$ cat config.mk
export PLATFORM = sky130hd
export DESIGN_NAME = sool_interlock
export DESIGN_NICKNAME = d
export VERILOG_FILES = /design/src/rtl/sool_pkg.sv /design/src/rtl/sool_interlock.sv
export SDC_FILE = /design/constraint.sdc
export NUM_CORES = 1
export LEC_CHECK = 0
export BUFFER_PORTS_ARGS = -buffer_cell sky130_fd_sc_hd__buf_4
export CORE_AREA = 2 2 143 145
export DETAILED_ROUTE_END_ITERATION = 10
export DIE_AREA = 0 0 145 147
export PLACE_DENSITY = 0.61
export RECOVER_POWER = 25
export SLEW_MARGIN = 30
export SYNTH_ARGS = -nofsm -noshare
export SYNTH_HDL_FRONTEND = slang
export SYNTH_SLANG_ARGS = --single-unit
$ cat constraint.sdc
create_clock -name ref_clk -period 7.8 [get_ports ref_clk]
set_input_delay 1.56 -clock ref_clk [delete_from_list [all_inputs] [get_ports ref_clk]]
set_output_delay 1.56 -clock ref_clk [all_outputs]
set_load 0.02 [all_outputs]
$ cat src/rtl/sool_pkg.sv
package sool_pkg;
    // clock rate and documented times
    localparam int unsigned CLK_HZ = 125_000_000;
    localparam int unsigned CYC_PER_MS = CLK_HZ / 1000;
    localparam int unsigned CONTOUR_TOL_MM = 200;
    localparam int unsigned EDM_WIN_MS = 500;
    localparam int unsigned SIM_WIN_MS = 500;
    localparam int unsigned LINK_EXT_MS = 20;
    localparam int unsigned DLY_EXT_MS = 40;
    localparam int unsigned DLY_DEF_MS = 100;
    // derived cycle counts (exact at 125 MHz)
    localparam int unsigned EDM_WIN_CYC = EDM_WIN_MS * CYC_PER_MS;
    localparam int unsigned SIM_WIN_CYC = SIM_WIN_MS * CYC_PER_MS;
    localparam int unsigned LINK_EXT_CYC = LINK_EXT_MS * CYC_PER_MS;
    localparam int unsigned DLY_EXT_CYC = DLY_EXT_MS * CYC_PER_MS;
    localparam int unsigned DLY_DEF_CYC = DLY_DEF_MS * CYC_PER_MS;
    // widths
    localparam int CNT_W = 32;
    localparam int CONTOUR_W = 12;
    localparam int NFSEL = 10;
    localparam int NSIG_OUT = 4;
    localparam int SEL_W = 3;
    // error codes
    localparam logic [3:0] ERR_NONE = 4'h0;
    localparam logic [3:0] ERR_EDM_OPEN = 4'h1;
    localparam logic [3:0] ERR_EDM_CLOSE = 4'h2;
    localparam logic [3:0] ERR_LINK_SIM = 4'h3;

    typedef enum logic [1:0] {
        LNK_OPEN = 2'b00,
        LNK_WAIT = 2'b01,
        LNK_CLOSED = 2'b10,
        LNK_BAD = 2'b11
    } sool_lnk_t;

    typedef enum logic [1:0] {
        EDM_IDLE = 2'b00,
        EDM_OPEN_CHK = 2'b01,
        EDM_CLOSE_CHK = 2'b10
    } sool_edm_t;

    // static configuration
    typedef struct packed {
        logic two_func;
        logic delay_en;
        logic edm_en;
        logic link_en;
        logic link_elec;
        logic [1:0] contour_en;
        logic [1:0] standby;
    } sool_cfg_t;

    // indication signals, bit 0 is diag
    typedef struct packed {
        logic pf_viol;
        logic wf_viol;
        logic chg_act;
        logic outputs_on;
        logic fault;
        logic error;
        logic warn;
        logic diag;
    } sool_ind_t;
endpackage

$ cat src/rtl/sool_interlock.sv
`timescale 1ns/1ps
`default_nettype none
module sool_interlock
    import sool_pkg::*;
#(
    parameter int unsigned EDM_CYC = EDM_WIN_CYC,
    parameter int unsigned SIM_CYC = SIM_WIN_CYC,
    parameter int unsigned LINK_CYC = LINK_EXT_CYC
) (
    // clock and reset
    input wire logic ref_clk,
    input wire logic rstn,
    // configuration
    input wire sool_cfg_t cfg,
    input wire logic [CNT_W-1:0] cfg_delay_cyc,
    input wire logic [NSIG_OUT-1:0][SEL_W-1:0] sig_sel,
    // field evaluation
    input wire logic [1:0] pf_violation,
    input wire logic [1:0] wf_violation,
    input wire logic [1:0][CONTOUR_W-1:0] contour_dev_mm,
    input wire logic [NFSEL-1:0] field_select_inputs,
    // external circuits
    input wire logic contactor_feedback_input,
    input wire logic [1:0] link_ch,
    input wire logic fault_clear,
    // safety outputs and status
    output logic primary_safety_output_group,
    output logic secondary_safety_output_group,
    output logic fault_lock,
    output logic err_pulse,
    output logic [3:0] err_code,
    output sool_ind_t ind,
    output logic [NSIG_OUT-1:0] sig_out
);
    // reset release through two flops
    logic [1:0] rst_sync_reg;
    logic rst_n;
    always_ff @(posedge ref_clk or negedge rstn) begin
        if (!rstn) begin
            rst_sync_reg <= 2'b00;
        end else begin
            rst_sync_reg <= {rst_sync_reg[0], 1'b1};
        end
    end
    assign rst_n = rst_sync_reg[1];

    // contour deviation faults per function
    logic [1:0] contour_fault;
    always_comb begin
        for (int i = 0; i < 2; i++) begin
            contour_fault[i] = cfg.contour_en[i] &&
                (contour_dev_mm[i] > CONTOUR_W'(CONTOUR_TOL_MM));
        end
    end

    // upstream linkage with simultaneity check
    sool_lnk_t lnk_reg, lnk_next;
    logic [CNT_W-1:0] sim_cnt_reg, sim_cnt_next, ext_cnt_reg, ext_cnt_next;
    logic both_closed, none_closed, lnk_fail, link_ok, link_permit;
    assign both_closed = &link_ch;
    assign none_closed = ~|link_ch;
    always_comb begin
        lnk_next = lnk_reg;
        sim_cnt_next = sim_cnt_reg;
        lnk_fail = 1'b0;
        unique case (lnk_reg)
            LNK_OPEN: begin
                sim_cnt_next = '0;
                if (both_closed) begin
                    lnk_next = LNK_CLOSED;
                end else if (!none_closed) begin
                    lnk_next = LNK_WAIT;
                end
            end
            LNK_WAIT: begin
                if (both_closed) begin
                    lnk_next = LNK_CLOSED;
                end else if (none_closed) begin
                    lnk_next = LNK_OPEN;
                end else if (sim_cnt_reg >= CNT_W'(SIM_CYC - 1)) begin
                    lnk_next = LNK_BAD;
                    lnk_fail = 1'b1;
                end else begin
                    sim_cnt_next = sim_cnt_reg + 1'b1;
                end
            end
            LNK_CLOSED: begin
                sim_cnt_next = '0;
                if (none_closed) begin
                    lnk_next = LNK_OPEN;
                end else if (!both_closed) begin
                    lnk_next = LNK_WAIT;
                end
            end
            LNK_BAD: begin
                if (none_closed) begin
                    lnk_next = LNK_OPEN;
                end
            end
        endcase
        // linked switch-off takes effect after the extension
        if (lnk_reg == LNK_CLOSED && lnk_next != LNK_CLOSED) begin
            ext_cnt_next = CNT_W'(LINK_CYC);
        end else if (lnk_next == LNK_CLOSED || ext_cnt_reg == '0) begin
            ext_cnt_next = '0;
        end else begin
            ext_cnt_next = ext_cnt_reg - 1'b1;
        end
    end
    assign link_ok = (lnk_reg == LNK_CLOSED) || (ext_cnt_reg != '0);
    assign link_permit = !cfg.link_en || link_ok;

    always_ff @(posedge ref_clk or negedge rst_n) begin
        if (!rst_n) begin
            lnk_reg <= LNK_OPEN;
            sim_cnt_reg <= '0;
            ext_cnt_reg <= '0;
        end else begin
            lnk_reg <= lnk_next;
            sim_cnt_reg <= sim_cnt_next;
            ext_cnt_reg <= ext_cnt_next;
        end
    end

    // output control, switch-off delay and feedback check
    logic pri_reg, pri_next, sec_reg, sec_next, fault_reg, fault_next;
    logic err_reg, err_next;
    logic [3:0] code_reg, code_next;
    logic [CNT_W-1:0] dly_reg, dly_next, edm_cnt_reg, edm_cnt_next;
    sool_edm_t edm_reg, edm_next;
    logic demand_a, demand_b, on_ok, any_on, any_on_next, edm_fail;
    always_comb begin
        demand_a = !pf_violation[0] && !contour_fault[0] && !cfg.standby[0] &&
            link_permit && !fault_reg;
        demand_b = cfg.two_func ? (!pf_violation[1] && !contour_fault[1] &&
            !cfg.standby[1] && link_permit && !fault_reg) : demand_a;
        // switch-on needs idle check, closed feedback, no running delay
        on_ok = (edm_reg == EDM_IDLE) && (dly_reg == '0) &&
            (!cfg.edm_en || contactor_feedback_input);
        pri_next = demand_a && (pri_reg || on_ok);
        dly_next = dly_reg;
        sec_next = demand_b && (sec_reg || on_ok);
        if (!cfg.two_func && cfg.delay_en && !fault_reg && !cfg.standby[0]) begin
            // secondary follows primary off after the set delay
            if (pri_reg && !demand_a && sec_reg && cfg_delay_cyc != '0) begin
                dly_next = cfg_delay_cyc;
                sec_next = 1'b1;
            end else if (dly_reg > CNT_W'(1)) begin
                dly_next = dly_reg - 1'b1;
                sec_next = sec_reg;
            end else if (dly_reg == CNT_W'(1)) begin
                dly_next = '0;
                sec_next = 1'b0;
            end
        end else begin
            dly_next = '0;
        end
        any_on = pri_reg || sec_reg;
        // feedback dynamic check
        edm_next = edm_reg;
        edm_cnt_next = edm_cnt_reg + 1'b1;
        edm_fail = 1'b0;
        code_next = code_reg;
        unique case (edm_reg)
            EDM_IDLE: begin
                edm_cnt_next = '0;
            end
            EDM_OPEN_CHK: begin
                if (!contactor_feedback_input) begin
                    edm_next = EDM_IDLE;
                end else if (edm_cnt_reg >= CNT_W'(EDM_CYC - 1)) begin
                    edm_fail = 1'b1;
                    code_next = ERR_EDM_OPEN;
                end
            end
            EDM_CLOSE_CHK: begin
                if (contactor_feedback_input) begin
                    edm_next = EDM_IDLE;
                end else if (edm_cnt_reg >= CNT_W'(EDM_CYC - 1)) begin
                    edm_fail = 1'b1;
                    code_next = ERR_EDM_CLOSE;
                end
            end
            default: begin
                edm_next = EDM_IDLE;
            end
        endcase
        if (edm_fail) begin
            pri_next = 1'b0;
            sec_next = 1'b0;
            dly_next = '0;
        end
        any_on_next = pri_next || sec_next;
        if (cfg.edm_en && any_on_next && !any_on) begin
            edm_next = EDM_OPEN_CHK;
            edm_cnt_next = '0;
        end else if (cfg.edm_en && !any_on_next && any_on) begin
            edm_next = EDM_CLOSE_CHK;
            edm_cnt_next = '0;
        end else if (edm_fail || !cfg.edm_en) begin
            edm_next = EDM_IDLE;
            edm_cnt_next = '0;
        end
        if (lnk_fail) begin
            code_next = ERR_LINK_SIM;
        end
        err_next = edm_fail || lnk_fail;
        // fault latch, a new feedback check failure wins over the clear
        fault_next = edm_fail || (fault_reg && !fault_clear);
    end

    always_ff @(posedge ref_clk or negedge rst_n) begin
        if (!rst_n) begin
            pri_reg <= 1'b0;
            sec_reg <= 1'b0;
            dly_reg <= '0;
            edm_reg <= EDM_IDLE;
            edm_cnt_reg <= '0;
            fault_reg <= 1'b0;
            err_reg <= 1'b0;
            code_reg <= ERR_NONE;
        end else begin
            pri_reg <= pri_next;
            sec_reg <= sec_next;
            dly_reg <= dly_next;
            edm_reg <= edm_next;
            edm_cnt_reg <= edm_cnt_next;
            fault_reg <= fault_next;
            err_reg <= err_next;
            code_reg <= code_next;
        end
    end
    assign primary_safety_output_group = pri_reg;
    assign secondary_safety_output_group = sec_reg;
    assign fault_lock = fault_reg;
    assign err_pulse = err_reg;
    assign err_code = code_reg;

    // changeover detection and mapped indication outputs
    logic [NFSEL-1:0] fsel_reg;
    logic chg_a, chg_b, fsel_seen_reg, fsel_seen_next;
    sool_ind_t ind_reg, ind_next;
    logic [NSIG_OUT-1:0] sig_reg, sig_next;
    always_comb begin
        // no compare until one real sample is held, so reset gives no false change
        fsel_seen_next = 1'b1;
        chg_a = fsel_seen_reg && (field_select_inputs[4:0] != fsel_reg[4:0]);
        chg_b = fsel_seen_reg && (field_select_inputs[9:5] != fsel_reg[9:5]);
        ind_next.pf_viol = pf_violation[0] || (cfg.two_func && pf_violation[1]);
        ind_next.wf_viol = |wf_violation;
        ind_next.chg_act = chg_a || (cfg.two_func && chg_b);
        ind_next.outputs_on = pri_reg || sec_reg;
        ind_next.fault = fault_reg;
        ind_next.error = fault_reg || (lnk_reg == LNK_BAD);
        ind_next.warn = |wf_violation || (lnk_reg == LNK_WAIT);
        ind_next.diag = edm_reg != EDM_IDLE;
        for (int i = 0; i < NSIG_OUT; i++) begin
            sig_next[i] = ind_reg[sig_sel[i]];
        end
    end

    always_ff @(posedge ref_clk or negedge rst_n) begin
        if (!rst_n) begin
            fsel_reg <= '0;
            fsel_seen_reg <= 1'b0;
            ind_reg <= '0;
            sig_reg <= '0;
        end else begin
            fsel_reg <= field_select_inputs;
            fsel_seen_reg <= fsel_seen_next;
            ind_reg <= ind_next;
            sig_reg <= sig_next;
        end
    end
    assign ind = ind_reg;
    assign sig_out = sig_reg;
endmodule
`default_nettype wire

Word level (Yosys, flattened, before mapping)
Index checks and enable logic that the tools add are counted.
- register bits after elaboration: 165
- input bits: 97
- output and inout port bits: 20
- logic and storage cells: 191
- add/sub/neg operators: 4
- $lt $le $gt $ge: 9
- equality and inequality tests: 21
- multiplexer cells: 59
- reduce and logical (&&, ||, !) cells: 75
- operators by type and width (kind ; count):
    32-bit two-way mux ; 14
    32-bit by 1-bit adder with 32-bit output (second input constant) ; 2
    32-bit by 26-bit >= comparator with 1-bit output (second input constant) ; 2
    32-bit zero test ; 2
    32-bit case mux with 2 select lines ; 1
    32-bit nonzero test ; 2
    32-bit by 1-bit subtractor with 32-bit output (second input constant) ; 2
    32-bit by 1-bit equality test with 1-bit output (second input constant) ; 1
    32-bit by 1-bit > comparator with 1-bit output (second input constant) ; 1
    1-bit logical AND ; 30
    2-bit two-way mux ; 13
    12-bit by 8-bit > comparator with 1-bit output (second input constant) ; 2
    4-bit two-way mux ; 5
    1-bit two-way mux ; 18
    3-bit by 4-bit < comparator with 1-bit output (second input constant) ; 4
    1-bit logical OR ; 15
    1-bit zero test ; 14
    1-bit binary-select mux with 3-bit select ; 4
    3-bit != test (second input constant) ; 4
    5-bit != test ; 2
    5-bit != test (second input constant) ; 2
    2-bit equality test (second input constant) ; 4
    2-bit != test (second input constant) ; 4
    2-bit case mux with 4 select lines ; 1
    14 further kinds ; 19

Depth between registers and ports, before layout
Gate-level depths: netlist of run 1.
- depth after elaboration: 20
- mapped depth: 11
- mapped depth without buffers: 9

Worst setup path after synthesis of run 1
Ideal clock, no wire load.
- path kind: input -> register
- from: input contactor_feedback_input
- to: register edm_cnt_reg[10]
- setup time: 0.086 ns
- data arrival time: 3.147 ns
- required time: 7.714 ns
- path slack: 4.566 ns
- stages on the path: 8
- buffers on the path: 1
- cells stage by stage: mux2_2 and2_1 a2bb2oi_1 nand2_1 nor2_1 nand2_1 clkbuf_1 nor3_1
- word-level cells in the longest chain between the ends: 15
- elaborated cells on any way between the ends: 25
- those cells by class: 12 x mux; 13 x reduce/logical
- ends and longest elaborated chain (element ; line ; text):
    start: declaration ; sool_interlock.sv:23 ; input wire logic contactor_feedback_input,
    1-bit logical OR ; sool_interlock.sv:139 ; (!cfg.edm_en || contactor_feedback_input);
    1-bit logical AND ; sool_interlock.sv:138 ; on_ok = (edm_reg == EDM_IDLE) && (dly_reg == '0) &&
    1-bit logical OR ; sool_interlock.sv:142 ; sec_next = demand_b && (sec_reg || on_ok);
    1-bit logical AND ; sool_interlock.sv:142 ;
    1-bit two-way mux ; sool_interlock.sv:151 ; end else if (dly_reg == CNT_W'(1)) begin
    1-bit two-way mux ; sool_interlock.sv:148 ; end else if (dly_reg > CNT_W'(1)) begin
    1-bit two-way mux ; sool_interlock.sv:145 ; if (pri_reg && !demand_a && sec_reg && cfg_delay_cyc != '0) begin
    1-bit two-way mux ; sool_interlock.sv:143 ; if (!cfg.two_func && cfg.delay_en && !fault_reg && !cfg.standby[0]) begin
    1-bit two-way mux ; sool_interlock.sv:188 ; if (edm_fail) begin
    1-bit logical OR ; sool_interlock.sv:193 ; any_on_next = pri_next || sec_next;
    1-bit zero test ; sool_interlock.sv:197 ; end else if (cfg.edm_en && !any_on_next && any_on) begin
    1-bit logical AND (2 in series) ; sool_interlock.sv:197 ;
    32-bit two-way mux ; sool_interlock.sv:197 ;
    32-bit two-way mux (*) ; sool_interlock.sv:194 ; if (cfg.edm_en && any_on_next && !any_on) begin
    net edm_cnt_next[10] ; sool_interlock.sv:129 ; logic [CNT_W-1:0] dly_reg, dly_next, edm_cnt_reg, edm_cnt_next;
    end signal: assignment ; sool_interlock.sv:227 ; edm_cnt_reg <= edm_cnt_next;
    end: declaration ; sool_interlock.sv:129 ;
Mark *: on every way through the listed nets, which the timed path passes. The rest lies on a longest branch.
A chain may end at the register's enable or synchronous reset.

==> results of run 1 <==
report_power, final:
| group | switching [uW] | total, uW | internal, uW |
|---|---|---|---|
| combinational | 166 | 304 | 138 |
| sequential | 60.4 | 963 | 903 |
| clock | 356 | 832 | 476 |
cells in the mapped netlist, drive strengths merged, types with 5 or more instances:
cell / count / area share [%]
nor3: 82 / 4.7
and2: 14 / 1.0
nand4: 19 / 1.4
buf: 11 / 0.77
clkbuf: 23 / 1.0
o21ai: 28 / 1.6
and4: 9 / 0.90
ha: 9 / 1.3
dfrtp: 163 / 47
xor2: 44 / 4.4
mux2: 5 / 0.64
or4: 6 / 0.51
xnor2: 70 / 7.0
and3: 9 / 0.64
nand2b: 9 / 0.64
a21oi: 38 / 2.2
inv: 16 / 0.69
nand3b: 6 / 0.51
or2: 8 / 0.57
nor4: 40 / 3.9
nor2b: 6 / 0.43
mux4: 8 / 2.1
nor2: 118 / 5.1
nand2: 62 / 2.7
nand3: 32 / 1.8
or3: 13 / 0.93
a22oi: 8 / 0.69
o211ai: 6 / 0.51
cell families (layout without fill, tap and decap cells):
kind of cell,count (synthesis),after routing
AO/OA/AOI/OAI,110,110
XOR/XNOR,114,114
adder cells (fa/ha/maj),10,10
buffers and inverters,51,168
flip-flops,163,163
multiplexers,15,15
other,2,4
AND/OR/NAND/NOR,447,447
final timing paths:
kind / to / slack [ps]
worst max-delay path: dly_reg[1] / 3270
worst min-delay path: rst_sync_reg[1] / 350
worst max register to register: dly_reg[1] / 3270
worst min register to register: rst_sync_reg[1] / 350
max in group ref_clk: edm_reg[1] / 3940
min in group asynchronous: sim_cnt_reg[14] / 520
through the flow:
stage               setup slack (ps)  area (sq um)  utilization [%]  instances  hold slack, ps
floorplan                       2920          8750                -        914             331
global placement                3440          9860             49.7       1270             275
detailed placement              3510          9860             49.7       1270             278
CTS                             3950         10400             52.6       1301             282
global route                    2310         10400             52.3       1301             355
finish                          3270         10400             52.3       1301             351
cell type report:
cell class,instances,area (sq um),share of cell area [%]
Multi-Input combinational cell,700,4480,43.1
Sequential cell,163,4080,39.3
Timing Repair Buffer,120,848,8.17
Clock buffer,18,429,4.13
Tap cell,270,338,3.25
Clock inverter,13,149,1.43
Inverter,17,63.8,0.615
layout by cell type, fill, tap and decap left out, drive strengths merged, types with 32 or more instances in the layout:
master,Yosys,routed
buf,11,105
nor2,118,118
dfrtp,163,163
nand3,32,32
nor4,40,40
xor2,44,44
a21oi,38,38
nor3,82,82
clkbuf,23,33
xnor2,70,70
nand2,62,62
routing by layer:
| layer | vias up | global-route usage, % | share of wire [%] |
|---|---|---|---|
| met3 | 15 | 4.60 | 4.5 |
| met4 | 0 | 4.75 | 1.0 |
| li1 | 3451 | - | - |
| met2 | 171 | 32.6 | 46 |
| met5 | - | 0 | 0 |
| met1 | 3354 | 27.9 | 48 |
==> impl_metrics.json, run 1 <==
{
  "outcome": "finished, violations left",
  "violations": "max-capacitance violations, max-slew violations",
  "core_area_sq_mm": 0.0198,
  "grt_pass1_wl_um": 35100,
  "placement.io_buffers": 113,
  "numCtsBuffers": 17,
  "synth_compound_area_share_pct": 7.80,
  "cts_setup_buffers": 0,
  "nets": 1125,
  "min_period_ps": 4530,
  "die_area_sq_mm": 0.0213,
  "yosys.area_share.adder_pct": 1.40,
  "arrival_ps": 4240,
  "reg2reg_from": "rst_sync_reg[1]",
  "start_kind": "register",
  "synth_cell_types": 63,
  "synth_top_family_by_area": "simple AND/OR/NAND/NOR gates",
  "leakagePower_uw": 0.00453,
  "cts.reportedPaths.clkPinSlew_ps": 60,
  "yosysSeqAreaShare_pct": 46.6,
  "power_density_mw_per_mm2": 202,
  "hold_viol": 0,
  "clk_latency_ps": 430,
  "vdd_drop_max_mv": 0.144,
  "max-cap-violations": 1,
  "ys_dominant_reg_cell": "dfrtp_1",
  "cp_slowest_cell": "clkbuf_1",
  "whs_path_depth": 0,
  "ys_ff_latch": 163,
  "globalRouteTotalUtil_pct": 20.2,
  "drt_iter0_markers": 402,
  "muxShareOfSynthArea_pct": 2.93,
  "cts_resized": 0,
  "synthXorXnorAreaFrac_pct": 11.4,
  "drive_gt1_share_pct": 16.8,
  "vias": 6991,
  "crit_fanout": 64,
  "post_drt_wl_per_cell_um": 16.0,
  "fin_crit_sh_pct": 58.1,
  "async_reset_ff_share_pct": 100,
  "chipHeight_um": 147,
  "ys.warnings.count": 0,
  "drc": 0,
  "syn_area_per_cell_sq_um": 9.59,
  "critPathTopFamily": "buffers and inverters",
  "grt_max_degree": 69,
  "relSlewSlack_pct": -139,
  "syn2layout_area_growth_pct": 18.7,
  "drtAntennaViolNets": 0,
  "fp.dieW_um": 145,
  "report.power.total_uw": 2100,
  "syn-cell-area_sq_mm": 0.00875,
  "rsz0062_at_grt": "no",
  "cp-startpoint": "rst_sync_reg[1]",
  "clockBufferDepth": 2,
  "min-delay-start": "rst_sync_reg[0]",
  "worst_pin_slew_ps": 3580,
  "antenna_found_initial": 0,
  "root_buffer": "clkbuf_16",
  "dp_hpwl_um": 14500,
  "final-setup-viol-count": 0,
  "max_stage_delay_ps": 2580,
  "start_util_pct": 44.1,
  "pin_count": 117,
  "hold_class": "register to register",
  "place_congestion": 0.816,
  "worst-path-buf-inv": 1,
  "nFillCells": 1858,
  "cts_num_sinks": 163,
  "crit_cells": 1,
  "synth-simple-area-share_pct": 27.2,
  "rows": 52,
  "finalMaxSlewViolations": 65,
  "reg2regPathDepth": 1,
  "end_kind": "async pin",
  "grt_pass1_vias": 6939,
  "setup_tns_ps": 0,
  "cts_tree": "built",
  "antennaDiodeCount": 0,
  "first_pass_iters": 5,
  "syn_inst": 912,
  "fmax_mhz": 221,
  "ctsHoldBuffers": 0,
  "crit_chain": "clkbuf_1",
  "finalWirelength_um": 20800,
  "crit_type": "register to async pin",
  "finClkSkew_ps": 12.0,
  "cts.htree.levels": 4,
  "globalRoute.totalOverflow": 0,
  "synth_edf_count": 0,
  "cp.required_ps": 7510,
  "via_per_inst": 5.37
}
Note: power is estimated with default switching activity, not from simulation.
==> inputs of run 2 (changes only) <==
--- a/config.mk
+++ b/config.mk
@@ -9,7 +9,7 @@
 export CORE_AREA = 2 2 143 145
 export DETAILED_ROUTE_END_ITERATION = 10
 export DIE_AREA = 0 0 145 147
-export PLACE_DENSITY = 0.61
+export PLACE_DENSITY = 0.63
 export RECOVER_POWER = 25
 export SLEW_MARGIN = 30
 export SYNTH_ARGS = -nofsm -noshare
==> constraint.sdc (replaced) <==
create_clock -name ref_clk -period 3.76 [get_ports ref_clk]
set_input_delay 0.752 -clock ref_clk [delete_from_list [all_inputs] [get_ports ref_clk]]
set_output_delay 0.752 -clock ref_clk [all_outputs]
set_load 0.02 [all_outputs]
==> run 2 against run 1 <==
Net effect: the flow still finishes with violations (max-capacitance violations, max-slew violations); final area is 0.43% higher; register-to-register slack lost 2500 ps; total power up 110%; final cell count is 0.46% higher; clock skew is 3.3 ps lower; global-route usage fell by 0.28 points; wire length decreased by 1.5%; utilization rose by 0.23 points; largest power group unchanged.
==> impl_metrics.json, run 2 (synthesized netlist as in run 1, its figures left out) <==
{
  "crit_fanout": 34,
  "multiInputGateArea_sq_mm": 0.00447,
  "crit_chain": "nor4_2 > nand4b_4 > nor4_2 > o22ai_1 > o21ai_2 > nor4_4 > buf_4 > o31a_1",
  "finalWirelength_um": 20500,
  "fp.dieW_um": 145,
  "crit_cells": 8,
  "antennaDiodeCount": 0,
  "arrival_ps": 3310,
  "ctsHoldBuffers": 0,
  "reg2reg_from": "dly_reg[22]",
  "leakagePower_uw": 0.00457,
  "finalMaxSlewViolations": 60,
  "root_buffer": "clkbuf_16",
  "grt_max_degree": 83,
  "start_kind": "register",
  "postLayoutCoreUtil_pct": 52.6,
  "die_area_sq_mm": 0.0213,
  "globalRouteTotalUtil_pct": 19.9,
  "hold_viol": 0,
  "final_cell_area_sq_mm": 0.0104,
  "max_stage_delay_ps": 590,
  "cp-endpoint": "edm_reg[1]",
  "drive_gt1_share_pct": 17.1,
  "final-setup-viol-count": 0,
  "r2r_end": "edm_reg[1]",
  "globalRoute.totalOverflow": 0,
  "power_density_mw_per_mm2": 415,
  "crit_type": "register to register",
  "fin_crit_sh_pct": 80.0,
  "fmax_mhz": 333,
  "cts.htree.levels": 4,
  "start_util_pct": 44.1,
  "pin_count": 117,
  "nFillCells": 1827,
  "first_pass_iters": 4,
  "max-cap-violations": 1,
  "nets": 1130,
  "via_per_inst": 5.37,
  "min_period_ps": 3010,
  "crit_path_frequent_cell": "nor4_2",
  "cts.reportedPaths.clkPinSlew_ps": 70,
  "clk_latency_ps": 420,
  "end_kind": "register",
  "vdd_drop_max_mv": 0.311,
  "worst-path-buf-inv": 1,
  "cp.required_ps": 4070,
  "hold_class": "primary input to async pin",
  "reg2regPathDepth": 8,
  "antenna_found_initial": 0,
  "drtAntennaViolNets": 0,
  "syn2layout_area_growth_pct": 19.2,
  "post_drt_wl_per_cell_um": 15.7,
  "drt_iter0_markers": 438,
  "numCtsBuffers": 17,
  "relSlewSlack_pct": -68.1,
  "setup_ws_ps": 754,
  "holdWs_ps": 104,
  "cts_num_sinks": 163,
  "violations": "max-capacitance violations, max-slew violations",
  "dp_hpwl_um": 14300,
  "cts_setup_buffers": 0,
  "vias": 7017,
  "cts_tree": "built",
  "place_congestion": 0.810,
  "regArea_sq_mm": 0.00408,
  "cts_resized": 0,
  "core_area_sq_mm": 0.0198,
  "cp-startpoint": "dly_reg[22]",
  "place_area_sq_mm": 0.00991,
  "drc": 0,
  "finClkSkew_ps": 8.76,
  "worst_pin_slew_ps": 2520,
  "cp_slowest_cell": "nor4_2",
  "clockBufferDepth": 2,
  "final_common_cell": "dfrtp_1",
  "placement.io_buffers": 113,
  "rows": 52,
  "grt_pass1_vias": 6807,
  "setup_tns_ps": 0,
  "grt_pass1_wl_um": 34800,
  "outcome": "finished, violations left",
  "post-place-ws_ps": 733,
  "chipHeight_um": 147,
  "critPathTopFamily": "simple AND/OR/NAND/NOR gates",
  "reg2reg_slack_ps": 750,
  "final_cell_mix": "163 x dfrtp_1, 118 x nor2_1, 111 x buf_4",
  "rsz0062_at_grt": "no"
}
==> run 2: cell count changes in the layout (fill, tap and decap cells not counted), sizes merged <==
cell | previous run | this run
clkinv | 3 | 8
buf | 105 | 112
clkinvlp | 3 | 2
inv | 22 | 17
==> run 2: worst min path at each step <==
stage | start | end | slack (ps) | depth (start not counted)
6_report | rstn | rst_sync_reg[0] | 100 | 1
5_1_grt | rstn | rst_sync_reg[0] | 100 | 1
4_1_cts | rstn | rst_sync_reg[0] | 80 | 1
3_5_place_dp | rst_sync_reg[0] | rst_sync_reg[1] | 340 | 0
3_3_place_gp | rst_sync_reg[0] | rst_sync_reg[1] | 340 | 0
2_1_floorplan | rst_sync_reg[0] | rst_sync_reg[1] | 330 | 0
==> run 2: power breakdown <==
part	internal, uW	switching, uW	total (uW)
clock	981	718	1700
sequential	1870	132	2000
combinational	293	333	626
total	3150	1180	4330
==> run 2: layout make-up <==
cell class                 instances  share of cell area (%)
sequential                       163                    39.1
timing repair buffer             125                    8.69
tap                              270                    3.24
clock buffer                      20                    4.19
inverter                          17                   0.612
multi-input combinational        700                    42.9
clock inverter                    12                    1.28
==> run 2: layer usage <==
| layer | track usage [%] | wire (um) | vias to the layer above |
|---|---|---|---|
| met3 | 4.66 | 938 | 19 |
| met5 | 0 | 0 | - |
| met2 | 31.2 | 9500 | 156 |
| met4 | 5.89 | 353 | 0 |
| li1 | - | - | 3460 |
| met1 | 27.7 | 9710 | 3382 |
==> run 2: through the flow <==
stage / power (uW) / std cells
after global routing: 4540 / 1307
after floorplan: 2430 / 914
final: 4330 / 1307
after CTS: 4390 / 1307
after detailed placement: 2670 / 1275
after global placement: 2660 / 1275
